`src/shared/uart_regs_pkg.sv`:
```
// Register map, field positions and rate constants of the serial data and bit-rate block
`default_nettype none
package uart_regs_pkg;
    localparam int ADDR_W = 3;
    localparam int CHAR_W = 9;
    localparam int RX_DEPTH = 16;

    // Register indexes on the local register port
    localparam logic [2:0] OFS_RX_CTRL = 3'h0;
    localparam logic [2:0] OFS_TX_CTRL = 3'h1;
    localparam logic [2:0] OFS_RATE_CTRL = 3'h2;
    localparam logic [2:0] OFS_RX_DATA = 3'h3;
    localparam logic [2:0] OFS_TX_DATA = 3'h4;
    localparam logic [2:0] OFS_DIV_LO = 3'h5;
    localparam logic [2:0] OFS_DIV_HI = 3'h6;
    localparam logic [2:0] OFS_BUF_STAT = 3'h7;

    // serial_transmit_control fields
    localparam int TXC_ENABLE = 5;
    localparam int TXC_SYNC = 4;
    localparam int TXC_HIGH_SPEED = 2;
    localparam int TXC_SHIFT_EMPTY = 1;
    localparam int TXC_NINTH_BIT = 0;
    localparam int TXC_NINTH_EN = 6;
    localparam logic [7:0] TXC_WR_MASK = 8'hfd;

    // serial_receive_control fields
    localparam int RXC_PORT_EN = 7;
    localparam int RXC_NINTH_EN = 6;
    localparam int RXC_CONT_EN = 4;
    localparam int RXC_OVERRUN = 1;
    localparam int RXC_NINTH_BIT = 0;
    localparam logic [7:0] RXC_WR_MASK = 8'hf8;

    // bit_rate_control fields
    localparam int RTC_IDLE = 6;
    localparam int RTC_WIDE = 3;
    localparam logic [7:0] RTC_WR_MASK = 8'h1b;

    // Buffer status fields
    localparam int BST_RX_VALID = 0;
    localparam int BST_TX_EMPTY = 1;

    localparam logic [7:0] REG_RESET = 8'h00;

    // Clocks per divisor step for each rate formula
    localparam int PRE_W = 7;
    localparam logic [6:0] PRE_SLOW = 7'h40;
    localparam logic [6:0] PRE_MID = 7'h10;
    localparam logic [6:0] PRE_FAST = 7'h04;
endpackage : uart_regs_pkg
`default_nettype wire

```
`src/design/char_fifo.sv`:
```
// Character FIFO with registered head word, valid and ready on both sides
`default_nettype none
module char_fifo #(
    parameter int WIDTH = 9,
    parameter int DEPTH = 16
) (
    input wire logic clk,
    input wire logic rst,
    input wire logic in_valid,
    input wire logic [WIDTH-1:0] in_data,
    output logic in_ready,
    output logic out_valid,
    output logic [WIDTH-1:0] out_data,
    input wire logic out_ready
);
    localparam int PTR_W = $clog2(DEPTH);
    localparam logic [PTR_W:0] FULL_COUNT = (PTR_W+1)'(DEPTH);

    logic [WIDTH-1:0] mem [DEPTH];
    logic [PTR_W-1:0] wr_ptr_q;
    logic [PTR_W-1:0] rd_ptr_q;
    logic [PTR_W-1:0] rd_ptr_d;
    logic [PTR_W:0] count_q;
    logic [PTR_W:0] count_d;
    logic push;
    logic pop;

    assign push = in_valid && in_ready;
    assign pop = out_valid && out_ready;
    assign rd_ptr_d = pop ? rd_ptr_q + 1'b1 : rd_ptr_q;
    assign count_d = count_q + (PTR_W+1)'(push) - (PTR_W+1)'(pop);

    always_ff @(posedge clk) begin
        if (push) begin
            mem[wr_ptr_q] <= in_data;
        end
    end

    always_ff @(posedge clk or posedge rst) begin
        if (rst) begin
            wr_ptr_q <= '0;
            rd_ptr_q <= '0;
            count_q <= '0;
        end else begin
            if (push) begin
                wr_ptr_q <= wr_ptr_q + 1'b1;
            end
            rd_ptr_q <= rd_ptr_d;
            count_q <= count_d;
        end
    end

    // Flags and head are registered so the consumer sees settled values
    always_ff @(posedge clk or posedge rst) begin
        if (rst) begin
            in_ready <= 1'b1;
            out_valid <= 1'b0;
            out_data <= '0;
        end else begin
            in_ready <= count_d != FULL_COUNT;
            out_valid <= count_d != '0;
            // Bypass when the word just written becomes the head
            if (push && wr_ptr_q == rd_ptr_d) begin
                out_data <= in_data;
            end else begin
                out_data <= mem[rd_ptr_d];
            end
        end
    end
endmodule : char_fifo
`default_nettype wire

```
`src/design/uart_data_rate.sv`:
```
// Serial port data holding registers and bit-rate generator
`default_nettype none
//////////////////////////////////////////////////////////////////////////////
// Function
// Receive data register is read-only, low eight bits; ninth bit in receive control.
// Received characters, ninth bit included, stay readable while next arrives.
// Transmit holding, ninth bit included, takes a write once previous starts shifting.
// Writing divisor low byte stores bits 7:0 and restarts rate counter.
// Writing divisor high byte stores bits 15:8 and restarts rate counter.
// High divisor byte ignored unless wide divisor selected.
// Rate divides clock by 64(n+1) narrow slow, 16(n+1) wide slow, 4(n+1) synchronous.
// High-speed asynchronous: 16(n+1) narrow, 4(n+1) wide.
// Wide select chooses sixteen-bit divisor, else eight-bit.
// High-speed select matters only in asynchronous mode.
// Sync-mode select chooses synchronous or asynchronous rate formula.
module uart_data_rate (
    input wire logic core_clk,
    input wire logic sys_rst,
    input wire logic [uart_regs_pkg::ADDR_W-1:0] reg_addr,
    input wire logic [7:0] reg_wdata,
    input wire logic reg_wr,
    input wire logic reg_rd,
    output logic [7:0] reg_rdata,
    input wire logic rx_char_valid,
    input wire logic [uart_regs_pkg::CHAR_W-1:0] rx_char_data,
    output logic rx_char_ready,
    output logic tx_char_valid,
    output logic [uart_regs_pkg::CHAR_W-1:0] tx_char_data,
    input wire logic tx_char_start,
    input wire logic shift_empty,
    input wire logic rx_idle,
    output logic bit_tick,
    output logic port_enable,
    output logic sync_mode,
    output logic tx_enable,
    output logic rx_enable,
    output logic tx_ninth_enable,
    output logic rx_ninth_enable
);
    //////////////////////////////////////////////////////////////////////////
    // Control registers
    logic [7:0] rx_ctrl_q;
    logic [7:0] tx_ctrl_q;
    logic [7:0] rate_ctrl_q;
    logic [7:0] div_lo_q;
    logic [7:0] div_hi_q;
    logic overrun_q;
    logic wr_rx_ctrl;
    logic wr_tx_ctrl;
    logic wr_rate_ctrl;
    logic wr_div_lo;
    logic wr_div_hi;
    logic wr_tx_data;
    logic div_wr;

    assign wr_rx_ctrl = reg_wr && reg_addr == uart_regs_pkg::OFS_RX_CTRL;
    assign wr_tx_ctrl = reg_wr && reg_addr == uart_regs_pkg::OFS_TX_CTRL;
    assign wr_rate_ctrl = reg_wr && reg_addr == uart_regs_pkg::OFS_RATE_CTRL;
    assign wr_div_lo = reg_wr && reg_addr == uart_regs_pkg::OFS_DIV_LO;
    assign wr_div_hi = reg_wr && reg_addr == uart_regs_pkg::OFS_DIV_HI;
    assign wr_tx_data = reg_wr && reg_addr == uart_regs_pkg::OFS_TX_DATA;
    assign div_wr = wr_div_lo || wr_div_hi;

    always_ff @(posedge core_clk or posedge sys_rst) begin
        if (sys_rst) begin
            rx_ctrl_q <= uart_regs_pkg::REG_RESET;
            tx_ctrl_q <= uart_regs_pkg::REG_RESET;
            rate_ctrl_q <= uart_regs_pkg::REG_RESET;
        end else begin
            if (wr_rx_ctrl) begin
                rx_ctrl_q <= reg_wdata & uart_regs_pkg::RXC_WR_MASK;
            end
            if (wr_tx_ctrl) begin
                tx_ctrl_q <= reg_wdata & uart_regs_pkg::TXC_WR_MASK;
            end
            if (wr_rate_ctrl) begin
                rate_ctrl_q <= reg_wdata & uart_regs_pkg::RTC_WR_MASK;
            end
        end
    end

    always_ff @(posedge core_clk or posedge sys_rst) begin
        if (sys_rst) begin
            div_lo_q <= uart_regs_pkg::REG_RESET;
            div_hi_q <= uart_regs_pkg::REG_RESET;
        end else begin
            if (wr_div_lo) begin
                div_lo_q <= reg_wdata;
            end
            if (wr_div_hi) begin
                div_hi_q <= reg_wdata;
            end
        end
    end

    assign port_enable = rx_ctrl_q[uart_regs_pkg::RXC_PORT_EN];
    assign rx_enable = rx_ctrl_q[uart_regs_pkg::RXC_CONT_EN];
    assign rx_ninth_enable = rx_ctrl_q[uart_regs_pkg::RXC_NINTH_EN];
    assign sync_mode = tx_ctrl_q[uart_regs_pkg::TXC_SYNC];
    assign tx_enable = tx_ctrl_q[uart_regs_pkg::TXC_ENABLE];
    assign tx_ninth_enable = tx_ctrl_q[uart_regs_pkg::TXC_NINTH_EN];

    //////////////////////////////////////////////////////////////////////////
    // Bit-rate generator
    logic wide_divisor_select;
    logic high_speed_select;
    logic [15:0] div_eff;
    logic [uart_regs_pkg::PRE_W-1:0] pre_sel;
    logic [uart_regs_pkg::PRE_W-1:0] pre_cnt_q;
    logic [15:0] div_cnt_q;
    logic pre_wrap;

    assign wide_divisor_select = rate_ctrl_q[uart_regs_pkg::RTC_WIDE];
    assign high_speed_select = tx_ctrl_q[uart_regs_pkg::TXC_HIGH_SPEED];
    assign div_eff = wide_divisor_select ? {div_hi_q, div_lo_q} : {8'h00, div_lo_q};

    always_comb begin
        if (sync_mode) begin
            pre_sel = uart_regs_pkg::PRE_FAST;
        end else if (wide_divisor_select && high_speed_select) begin
            pre_sel = uart_regs_pkg::PRE_FAST;
        end else if (wide_divisor_select || high_speed_select) begin
            pre_sel = uart_regs_pkg::PRE_MID;
        end else begin
            pre_sel = uart_regs_pkg::PRE_SLOW;
        end
    end

    // Compare with >= so a mode change mid-count cannot strand the counter
    assign pre_wrap = pre_cnt_q >= pre_sel - 1'b1;

    always_ff @(posedge core_clk or posedge sys_rst) begin
        if (sys_rst) begin
            pre_cnt_q <= '0;
        end else if (div_wr) begin
            pre_cnt_q <= '0;
        end else if (pre_wrap) begin
            pre_cnt_q <= '0;
        end else begin
            pre_cnt_q <= pre_cnt_q + 1'b1;
        end
    end

    always_ff @(posedge core_clk or posedge sys_rst) begin
        if (sys_rst) begin
            div_cnt_q <= '0;
        end else if (div_wr) begin
            div_cnt_q <= '0;
        end else if (pre_wrap) begin
            div_cnt_q <= (div_cnt_q >= div_eff) ? 16'h0000 : div_cnt_q + 1'b1;
        end
    end

    always_ff @(posedge core_clk or posedge sys_rst) begin
        if (sys_rst) begin
            bit_tick <= 1'b0;
        end else begin
            bit_tick <= !div_wr && pre_wrap && div_cnt_q >= div_eff;
        end
    end

    //////////////////////////////////////////////////////////////////////////
    // Receive path: shifter hands characters into the FIFO, head is the holding register
    logic rx_head_valid;
    logic [uart_regs_pkg::CHAR_W-1:0] rx_head;
    logic rx_push;
    logic rx_pop;

    assign rx_push = rx_char_valid && port_enable && rx_enable;
    assign rx_pop = reg_rd && reg_addr == uart_regs_pkg::OFS_RX_DATA;

    char_fifo #(
        .WIDTH(uart_regs_pkg::CHAR_W),
        .DEPTH(uart_regs_pkg::RX_DEPTH)
    ) rx_fifo (
        .clk(core_clk),
        .rst(sys_rst),
        .in_valid(rx_push),
        .in_data(rx_char_data),
        .in_ready(rx_char_ready),
        .out_valid(rx_head_valid),
        .out_data(rx_head),
        .out_ready(rx_pop)
    );

    // Overrun clears only by dropping continuous receive; a new overrun wins over the clear
    always_ff @(posedge core_clk or posedge sys_rst) begin
        if (sys_rst) begin
            overrun_q <= 1'b0;
        end else if (rx_push && !rx_char_ready) begin
            overrun_q <= 1'b1;
        end else if (wr_rx_ctrl && !reg_wdata[uart_regs_pkg::RXC_CONT_EN]) begin
            overrun_q <= 1'b0;
        end
    end

    //////////////////////////////////////////////////////////////////////////
    // Transmit holding register
    logic tx_accept;

    // A write while the holding register is still full is dropped
    assign tx_accept = wr_tx_data && (!tx_char_valid || tx_char_start);

    always_ff @(posedge core_clk or posedge sys_rst) begin
        if (sys_rst) begin
            tx_char_valid <= 1'b0;
            tx_char_data <= '0;
        end else if (tx_accept) begin
            tx_char_valid <= 1'b1;
            tx_char_data <= {tx_ctrl_q[uart_regs_pkg::TXC_NINTH_BIT], reg_wdata};
        end else if (tx_char_start) begin
            tx_char_valid <= 1'b0;
        end
    end

    //////////////////////////////////////////////////////////////////////////
    // Read port
    logic [7:0] rd_mux;

    always_comb begin
        rd_mux = 8'h00;
        case (reg_addr)
            uart_regs_pkg::OFS_RX_CTRL: begin
                rd_mux = rx_ctrl_q;
                rd_mux[uart_regs_pkg::RXC_OVERRUN] = overrun_q;
                rd_mux[uart_regs_pkg::RXC_NINTH_BIT] = rx_head[uart_regs_pkg::CHAR_W-1];
            end
            uart_regs_pkg::OFS_TX_CTRL: begin
                rd_mux = tx_ctrl_q;
                rd_mux[uart_regs_pkg::TXC_SHIFT_EMPTY] = shift_empty;
            end
            uart_regs_pkg::OFS_RATE_CTRL: begin
                rd_mux = rate_ctrl_q;
                rd_mux[uart_regs_pkg::RTC_IDLE] = rx_idle;
            end
            uart_regs_pkg::OFS_RX_DATA: rd_mux = rx_head[7:0];
            uart_regs_pkg::OFS_TX_DATA: rd_mux = tx_char_data[7:0];
            uart_regs_pkg::OFS_DIV_LO: rd_mux = div_lo_q;
            uart_regs_pkg::OFS_DIV_HI: rd_mux = div_hi_q;
            uart_regs_pkg::OFS_BUF_STAT: begin
                rd_mux[uart_regs_pkg::BST_RX_VALID] = rx_head_valid;
                rd_mux[uart_regs_pkg::BST_TX_EMPTY] = !tx_char_valid;
            end
            default: rd_mux = 8'h00;
        endcase
    end

    always_ff @(posedge core_clk or posedge sys_rst) begin
        if (sys_rst) begin
            reg_rdata <= 8'h00;
        end else if (reg_rd) begin
            reg_rdata <= rd_mux;
        end else begin
            reg_rdata <= 8'h00;
        end
    end

    //////////////////////////////////////////////////////////////////////////
    // Checks
    logic [23:0] gap_cnt_q;
    logic clean_q;
    logic cfg_chg;

    // Period check only counts ticks with untouched divisor and mode
    assign cfg_chg = div_wr || wr_tx_ctrl || wr_rate_ctrl;

    always_ff @(posedge core_clk or posedge sys_rst) begin
        if (sys_rst) begin
            gap_cnt_q <= 24'h000001;
            clean_q <= 1'b0;
        end else begin
            gap_cnt_q <= bit_tick ? 24'h000001 : gap_cnt_q + 1'b1;
            if (cfg_chg) begin
                clean_q <= 1'b0;
            end else if (bit_tick) begin
                clean_q <= 1'b1;
            end
        end
    end
endmodule : uart_data_rate
`default_nettype wire

```
`config.mk`:
```
export PLATFORM = sky130hd
export DESIGN_NAME = uart_data_rate
export DESIGN_NICKNAME = d
export VERILOG_FILES = /design/src/shared/uart_regs_pkg.sv /design/src/design/char_fifo.sv /design/src/design/uart_data_rate.sv
export SDC_FILE = /design/constraint.sdc
export NUM_CORES = 1
export LEC_CHECK = 0
export ABC_AREA = 1
export ABC_CLOCK_PERIOD_IN_PS = 2700
export BUFFER_PORTS_ARGS = -buffer_cell sky130_fd_sc_hd__buf_2
export CELL_PAD_IN_SITES_DETAIL_PLACEMENT = 1
export CELL_PAD_IN_SITES_GLOBAL_PLACEMENT = 1
export CORE_ASPECT_RATIO = 0.7
export CORE_MARGIN = 4
export CORE_UTILIZATION = 44
export CTS_CLUSTER_DIAMETER = 150
export DETAILED_ROUTE_END_ITERATION = 12
export HOLD_SLACK_MARGIN = 0.03
export MAX_ROUTING_LAYER = met4
export PLACE_DENSITY_LB_ADDON = 0.2
export RECOVER_POWER = 25
export SYNTH_ARGS = -nofsm -noshare
export SYNTH_HDL_FRONTEND = slang
export SYNTH_SLANG_ARGS = --single-unit
```
`constraint.sdc`:
```
create_clock -name core_clk -period 2.7 [get_ports core_clk]
set_input_delay 0.27 -clock core_clk [delete_from_list [all_inputs] [get_ports core_clk]]
set_output_delay 0.27 -clock core_clk [all_outputs]
set_load 0.01 [all_outputs]
```
* After elaboration in Yosys (flattened, before gate mapping)
Memories as Yosys holds them, arrays and structs flattened. A register that Yosys moved wholly into a read port is not among the register bits.
Index checks and enable logic that the tools add are counted.
** Word-level totals
- Memory bits (writable) :: 144
- Memories kept :: 1
- Register bits :: 90
- Word-level logic and storage cells :: 83
** Memories
- rx_fifo.mem :: words 16, bits a word 9, rd ports 1, clocked after Yosys merged registers in 1, wr ports 1, RTL line char_fifo.sv:19 : logic [WIDTH-1:0] mem [DEPTH];
** Operators by class
- Eq/ne operators :: 8
- $lt $le $gt $ge :: 2
- Add/sub/neg operators :: 7
- Muxes and demuxes :: 19
- Reductions and logical operators :: 29
** Operators with widths (number)
- $mux W16 :: 4
- $pmux W6 S7 :: 1
- $mux W7 :: 5
- $logic_and A1 B1 Y1 :: 17
- $add A16 B1 Y16 const B :: 1
- $ge A16 B16 Y1 :: 1
- $pmux W2 S8 :: 1
- $eq A3 B3 Y1 const B :: 4
- $add A4 B1 Y4 const B :: 2
- $mux W8 :: 1
- $add A7 B1 Y7 const B :: 1
- $ge A7 B7 Y1 :: 1
- $sub A7 B1 Y7 const B :: 1
- $eq A3 B2 Y1 const B :: 2
- $mux W1 :: 6
- $reduce_bool A2 Y1 :: 3
- $add A5 B1 Y5 :: 1
- $ne A5 B5 Y1 const B :: 1
- $reduce_bool A5 Y1 :: 1
- $sub A5 B1 Y5 :: 1
- $logic_not A1 Y1 :: 4
- $mux W4 :: 1
- $eq A3 B1 Y1 const B :: 1
- $logic_not A3 Y1 :: 1
- $logic_or A1 B1 Y1 :: 3

* Depth between registers and ports, before layout
Gate-level depths: netlist of the first run.
- Word-level depth :: 8
- Gate-level depth with buffers :: 15
- Gate-level depth less buffers :: 13

* Modules after synthesis
A second synthesis of the first run with hierarchy kept.
** Second synthesis, totals
- Cell total of the unflattened synthesis :: 1256
- Area total of the unflattened synthesis :: 11965.2 sq um
** By module, submodules not included
- char_fifo :: times used 1, sequential area each 4926.0 sq um, area each 7644.8 sq um, cells each 703
- uart_data_rate :: times used 1, sequential area each 1876.8 sq um, area each 4320.4 sq um, cells each 553

* Worst setup path before layout of the first run
OpenSTA, ideal clock, no wires.
- Path kind :: reg2reg
- Start point :: register rate_ctrl_q[3]
- End point :: register div_cnt_q[1]
- Cell stages (with the launch flop) :: 16
- Buffers on the path :: 2
- Arrival :: 2.681 ns
- Slack :: -0.047 ns
- Clock period less this slack :: 2.747 ns
- Cell sequence :: dfrtp_1 clkbuf_1 inv_1 ha_1 nand2_1 ha_1 xor2_1 ha_1 nand4_1 o21bai_1 o211ai_1 nand3_1 clkinv_1 clkbuf_1 nand4_1 nand2_1
** On the way
- Longest elaborated chain between the ends :: 7
** RTL lines
- start, declared :: RTL line uart_data_rate.sv:44 : logic [7:0] rate_ctrl_q;
- start signal, assigned :: RTL line uart_data_rate.sv:68 : rate_ctrl_q <= uart_regs_pkg::REG_RESET;
- start signal, assigned :: RTL line uart_data_rate.sv:77 : rate_ctrl_q <= reg_wdata & uart_regs_pkg::RTC_WR_MASK;
- $logic_or A1 B1 Y1 :: RTL line uart_data_rate.sv:122 : end else if (wide_divisor_select || high_speed_select) begin
- $mux W7 :: RTL line uart_data_rate.sv:122
- $mux W7 :: RTL line uart_data_rate.sv:120 : end else if (wide_divisor_select && high_speed_select) begin
- $mux W7 :: RTL line uart_data_rate.sv:118 : if (sync_mode) begin
- $sub A7 B1 Y7 :: RTL line uart_data_rate.sv:130 : assign pre_wrap = pre_cnt_q >= pre_sel - 1'b1;
- $ge A7 B7 Y1 :: RTL line uart_data_rate.sv:130
- $reduce_bool A2 Y1 (no source line)
- end signal, assigned :: RTL line uart_data_rate.sv:150 : div_cnt_q <= (div_cnt_q >= div_eff) ? 16'h0000 : div_cnt_q + 1'b1;
- end, declared :: RTL line uart_data_rate.sv:110 : logic [15:0] div_cnt_q;
Several ways; a longest one is shown, not always the timed one. The select of a mux whose other input is x is not followed.
A chain may end at the register's enable or synchronous reset.

* Worst setup path in the final report of the first run
- Start point :: register tx_ctrl_q[2]
- End point :: register div_cnt_q[3]
** On the way
- Longest elaborated chain between the ends :: 7
** RTL lines
- start, declared :: RTL line uart_data_rate.sv:43 : logic [7:0] tx_ctrl_q;
- start signal, assigned :: RTL line uart_data_rate.sv:67 : tx_ctrl_q <= uart_regs_pkg::REG_RESET;
- start signal, assigned :: RTL line uart_data_rate.sv:74 : tx_ctrl_q <= reg_wdata & uart_regs_pkg::TXC_WR_MASK;
- $logic_or A1 B1 Y1 :: RTL line uart_data_rate.sv:122
- $mux W7 :: RTL line uart_data_rate.sv:122
- $mux W7 (*) :: RTL line uart_data_rate.sv:120
- $mux W7 (*) :: RTL line uart_data_rate.sv:118
- $sub A7 B1 Y7 (*) :: RTL line uart_data_rate.sv:130
- $ge A7 B7 Y1 (*) :: RTL line uart_data_rate.sv:130
- $reduce_bool A2 Y1 (no source line) (*)
Mark *: on every way between the ends. The rest lies on a longest branch, timed or not.

==> flow_metrics.tcl, run 1 <==
set metrics [dict create \
    drtIter0Drc 635 \
    synthMuxAreaShare_pct 0 \
    crit_chain "ha_1, nor2_2, ha_2, buf_4, inv_1, ha_4, nand4_1, o21bai_1, o211ai_1, nand3_1, inv_2, clkbuf_16, nand4_1, nand2_1" \
    power_mw 12.2 \
    grt_overflow 0 \
    track_usage_pct 23.6 \
    regToRegEndpoint "div_cnt_q[3]" \
    path_delay_family "adder cells" \
    io_buffer_count 53 \
    worst_pin_slew_ns 1.05 \
    crit_top_cell "nand4_1" \
    fin_skew_ns 0.0169 \
    critPathBufInv 4 \
    start_kind "flip-flop" \
    synth_simple_gate_area_share_pct 23.2 \
    finalCriticalPeriod_ns 2.64 \
    status "complete, no violations" \
    firstDrtPassIters 6 \
    grt_pass1_vias 9143 \
    netlist_area_um2 11800 \
    initial_utilization_pct 45.2 \
    ctsRootBufferMaster "clkbuf_16" \
    syn_area_per_cell_um2 9.49 \
    worstPathRequired_ns 3.14 \
    ff2ff_path_depth 14 \
    ant_nets 0 \
    r2r_start "tx_ctrl_q[2]" \
    hold_path.class "input pin to flip-flop" \
    nFillCells 2990 \
    crit_path_top_delay_cell "dfrtp_1" \
    synthAdderAreaFrac_pct 4.00 \
    drcViolationCount 0 \
    hpwl_um 22600 \
    die_w_um 203 \
    setup_viol 0 \
    die_y_um 145 \
    maxCapViolCount 0 \
    synthCells 1238 \
    cts.sinks 243 \
    holdPathStages 3 \
    drive_above_1_share_pct 11.2 \
    synth_area_leader_cell "edfxtp_1" \
    critical-path-max-stage-delay_ns 0.43 \
    place.gp.congestion 0.845 \
    ys.warnings.count 0 \
    synth_nets 1303 \
    io_pins 54 \
    final_common_cell "nand2_1" \
    synth_cell_types 43 \
    leakage_nw 6.18 \
    grt_start_max_net_pins 100 \
    multi_input_area_um2 4080 \
    crit_path_end_kind "flip-flop" \
    fin_crit_sh_pct 97.6 \
    core.rowCount 49 \
    relSlewSlack_pct 29.7 \
    powerDensity_nw_per_um2 892 \
    core_um2 26000 \
    routedWlPerCell_um 20.0 \
    viasPerCell 5.38 \
    grt_pass1_wl_um 52700 \
    drt-total-wl_um 34000 \
    final_util_pct 52.5 \
    ys.flop_type "edfxtp_1" \
    synth_xor_area_share_pct 1.86 \
    synth-compound-area-share_pct 5.05 \
    clock_latency_ns 0.52 \
    synthTopCellsByArea "edfxtp_1 37%, dfrtp_1 21%, nand2_1 8.7%" \
    fmax_ghz 0.379 \
    path_max_fanout 8 \
    synth_top_family_by_area "simple AND/OR/NAND/NOR gates" \
    fin_hold_ws_ns 0.0560 \
    antennaDiodeCount 0 \
    ff2ff_setup_slack_ns 0.06 \
    numCtsBuffers 25 \
    final_cell_mix "270 x nand2_1, 190 x inv_1, 179 x nand3_1" \
    synth-edff-count 144 \
    cts_buffer_depth 3 \
    yosys_register_bits 243 \
    nNetsFinal 1390 \
    ys_seq_area_share_pct 57.9 \
    dieArea_um2 29400 \
    slew_viol_final 0 \
    worstSetupPathType "flip-flop to flip-flop" \
    whs_endpoint "reg_rdata[1]" \
    vias 9140 \
    htree_levels 1 \
    dp_slack_ns 0.0784 \
    cts_tree "yes" \
    ir_drop_v 0.000510 \
    yosysTopAreaCellShare_pct 36.8 \
    hold_viol_final 0 \
    worstPathArrival_ns 3.08 \
    clk_pin_slew_ns 0.07 \
    grt_antenna_before_repair 0 \
    seqCellArea_um2 6800 \
    hp-start "shift_empty" \
    area_growth_syn_to_layout_pct 16.0 \
    worst_slack_ns 0.0647 \
    ys_async_sr_fraction_pct 40.7 \
]
==> Yosys cell counts (all sizes together), types with 3 or more instances <==
library cell and count:
nand3b 36, buf 23, nand3 181, clkbuf 25, nand4 32, a21oi 17, inv 193, a221oi 6
ha 36, nor2 45, xnor2 4, dfrtp 98, nor3 11, clkinv 3, xor2 21, nand2 274
nor4 3, edfxtp 144, o21ai 69
==> worst max-delay path by stage <==
stage                              start  cells after the start             to  slack [ns]
after floorplan           rate_ctrl_q[3]                     15   div_cnt_q[1]        0.10
after detailed placement    tx_ctrl_q[2]                     14   div_cnt_q[0]        0.08
final                       tx_ctrl_q[2]                     14   div_cnt_q[3]        0.06
after CTS                   tx_ctrl_q[2]                     14  div_cnt_q[15]        0.06
after global placement      tx_ctrl_q[2]                     14  div_cnt_q[15]        0.23
after global routing        tx_ctrl_q[2]                     14   div_cnt_q[4]       -0.07
==> final cells by class <==
| cell class | instances | area share (%) |
|---|---|---|
| inverters | 196 | 5.42 |
| well taps | 357 | 3.28 |
| repair buffers | 108 | 6.02 |
| clock inverters | 7 | 0.413 |
| flip-flops and latches | 243 | 49.9 |
| clock buffers | 38 | 5.09 |
| multi-input cells | 751 | 29.9 |
==> where the power goes <==
group / internal, mW / switching [mW]
clock: 1.86 / 1.40
combinational: 1.44 / 2.79
sequential: 4.36 / 0.319
==> per-layer routing <==
layer / global-route usage [%] / vias to the layer above / part of all wire, %
met3: 3.85 / 25 / 5.7
met2: 34.3 / 215 / 43
li1: - / 4291 / -
met1: 36.1 / 4609 / 50
met5: - / - / 0
met4: 3.30 / 0 / 1.1
==> cell families after synthesis <==
logic type,after synthesis
AOI/OAI and AO/OA,105
buffers and inverters,244
DFF,243
adders and majority gates,37
xor gates and xnor gates,25
and+or+nand+nor,584
==> tightest hold or removal path, delay by kind of cell <==
family,cells,cell delay [ns]
AO/OA/AOI/OAI,1,0.10
AND/OR/NAND/NOR,1,0.05
buffers and inverters,1,0.10
==> registers in the layout, summed over array words and instances (netlist names) <==
signal,cells
rx_fifo.wr_ptr_q,4
rx_fifo.out_valid,1
overrun_q,1
bit_tick,1
tx_ctrl_q,7
rx_fifo.mem,144
rate_ctrl_q,4
div_lo_q,8
rx_fifo.rd_ptr_q,4
div_cnt_q,16
rx_fifo.in_ready,1
rx_fifo.out_data,9
tx_char_data,9
rx_fifo.count_q,5
reg_rdata,8
rx_ctrl_q,5
div_hi_q,8
tx_char_valid,1
pre_cnt_q,7
==> metrics by stage <==
stage | cell area (µm²) | std cells | TNS (ns)
finish | 13600 | 1700 | 0
detailed placement | 12700 | 1642 | 0
CTS | 13500 | 1694 | 0
global placement | 12700 | 1642 | 0
floorplan | 11800 | 1238 | 0
global route | 13600 | 1700 | -0.822
==> repair_timing <==
item                                    in CTS  in global routing
hold buffers                                 7                  0
hold endpoints to repair                   104                  0
gates resized for setup                      0                 12
endpoints found under the setup margin       0                 24
setup buffers                                0                  4
No activity file was read; power rests on OpenSTA's default activity.
==> run 2: changes to the inputs <==
CORE_ASPECT_RATIO = 0.9   (was 0.7)
==> run 2 against run 1 <==
Effect of this change: flip-flop and latch count unchanged; critical endpoint is now div_cnt_q[0]; clock skew grew 0.0075 ns; first-iteration DRC count grew 0.63%; register-to-register slack improved by 0.06 ns; hold slack improved by 0.00098 ns; count of clock-buffer cells in the layout is 2 lower; die area shrank 0.13%; global-route usage shrank 0.27 points; critical path type unchanged; worst setup slack better by 0.062 ns; combinational power fell by 3%; non-clock buffer count decreased by 4; clock power increased by 7.4%.
==> flow_metrics.tcl, run 2 (same netlist as run 1, synthesis figures left out) <==
set metrics [dict create \
    status "complete, no violations" \
    track_usage_pct 23.4 \
    place.gp.congestion 0.836 \
    nNetsFinal 1388 \
    hold_path.class "input pin to flip-flop" \
    cts_buffer_depth 3 \
    dp_slack_ns 0.108 \
    fin_crit_sh_pct 95.3 \
    final_common_cell "nand2_1" \
    core.rowCount 56 \
    grt_pass1_vias 9421 \
    hpwl_um 22400 \
    final_area_um2 13600 \
    crit_path_top_delay_cell "dfrtp_1" \
    worst_pin_slew_ns 1.10 \
    drt-total-wl_um 33400 \
    placed_cell_area_um2 12600 \
    fmax_ghz 0.389 \
    maxCapViolCount 0 \
    cts_tree "yes" \
    drcViolationCount 0 \
    crit_chain "inv_1, ha_1, nand2_1, ha_2, xor2_1, ha_1, nand4_1, o21bai_1, o211ai_1, nand3_1, inv_2, buf_12, nand2_1, o21ai_1" \
    rsz0062_at_grt "yes" \
    leakage_nw 6.19 \
    grt_overflow 0 \
    top_regs "rx_fifo.mem (144), div_cnt_q (16)" \
    viasPerCell 5.39 \
    cts.sinks 243 \
    finalCriticalPeriod_ns 2.57 \
    die_w_um 180 \
    htree_levels 1 \
    slew_viol_final 0 \
    path_max_fanout 9 \
    ir_drop_v 0.000511 \
    antennaDiodeCount 0 \
    worst_slack_ns 0.127 \
    grt_antenna_before_repair 0 \
    worstPathRequired_ns 3.15 \
    final_cell_mix "270 x nand2_1, 190 x inv_1, 179 x nand3_1" \
    numCtsBuffers 27 \
    dieArea_um2 29400 \
    ctsRootBufferMaster "clkbuf_16" \
    critical-path-max-stage-delay_ns 0.37 \
    relSlewSlack_pct 26.5 \
    drive_above_1_share_pct 10.5 \
    io_pins 54 \
    ant_nets 0 \
    clk_pin_slew_ns 0.06 \
    fin_skew_ns 0.0244 \
    largest_register_ffs 144 \
    vias 9118 \
    grt_pass1_wl_um 53000 \
    routedWlPerCell_um 19.8 \
    start_kind "flip-flop" \
    grt_start_max_net_pins 100 \
    worstSetupPathType "flip-flop to flip-flop" \
    setup_viol 0 \
    top_register "rx_fifo.mem" \
    drtIter0Drc 639 \
    crit_path_end_kind "flip-flop" \
    io_buffer_count 53 \
    powerDensity_nw_per_um2 904 \
    die_y_um 163 \
    hold_viol_final 0 \
    fin_hold_ws_ns 0.0570 \
    firstDrtPassIters 5 \
    final_util_pct 51.9 \
    initial_utilization_pct 44.8 \
    worstPathArrival_ns 3.03 \
    clock_latency_ns 0.54 \
    area_growth_syn_to_layout_pct 15.7 \
    core_um2 26200 \
]
-- run 2: changes by cell type in the layout (fill, tap and decap cells not counted), moves of 2 or more --
cell           delta
o21ai_2           -2
clkbuf_1          -4
clkbuf_16         +2
o21ai_1           +2
ha_4              -3
ha_1              +3
buf_4             -4
clkinv_1          +6
dlygate4sd3_1     +2
-- run 2: power breakdown --
part | leakage (nW) | switching, mW | total (mW) | internal, mW
logic | 3.23 | 2.76 | 4.12 | 1.37
clock network | 0.411 | 1.46 | 3.50 | 2.03
registers | 2.55 | 0.314 | 4.67 | 4.36
total | 6.19 | 4.54 | 12.3 | 7.76
-- run 2: area by class of cell --
type / instances / area, µm²
flip-flops and latches: 243 / 6800
clock inverters: 14 / 87.6
well taps: 348 / 435
clock buffers: 36 / 751
fillers: 3057 / 12600
repair buffers: 104 / 764
inverters: 196 / 739
multi-input cells: 751 / 4020
-- run 2: path summary, 6_finish.rpt --
check / slack [ns] / startpoint / cells past startpoint / end
worst max-delay path: 0.13 / rate_ctrl_q[3] / 14 / div_cnt_q[0]
worst min-delay path: 0.06 / rx_char_valid / 3 / overrun_q
worst max register to register: 0.13 / rate_ctrl_q[3] / 14 / div_cnt_q[0]
worst min register to register: 0.47 / tx_char_data[8] / 2 / tx_char_data[8]
max in group asynchronous: 1.84 / sys_rst / 4 / pre_cnt_q[3]
min in group asynchronous: 0.46 / sys_rst / 4 / reg_rdata[3]
-- run 2: layer usage --
metal  routed length [µm]  track usage, %  vias to the layer above
met5                    0               -                        -
met4                  635            5.02                        0
met3                 1450            2.96                       46
met2                15400            36.1                      182
met1                16000            33.7                     4595
li1                     -               -                     4295
-- run 2: repair_timing --
item / 4_1_cts / 5_1_grt
endpoints found under the setup margin: 0 / 19
resized for setup: 0 / 6
endpoints found under the hold margin: 107 / 0
buffers inserted: 0 / 1
hold buffers: 9 / 0
-- run 2: critical path, delay by kind of cell, from the launching register on --
family | cells | cell delay [ns]
AOI/OAI and AO/OA | 3 | 0.42
xor gates and xnor gates | 1 | 0.16
adders and majority gates | 3 | 0.81
buffers and inverters | 3 | 0.33
DFF | 1 | 0.37
and+or+nand+nor | 4 | 0.38
-- run 2: stage by stage --
step / TNS, ns / power (mW) / instances
after floorplan: 0 / 7.27 / 1238
after CTS: 0 / 12.4 / 1690
after detailed placement: 0 / 8.80 / 1631
after global placement: 0 / 8.64 / 1631
after global routing: -0.494 / 13.1 / 1692
final: 0 / 12.3 / 1692
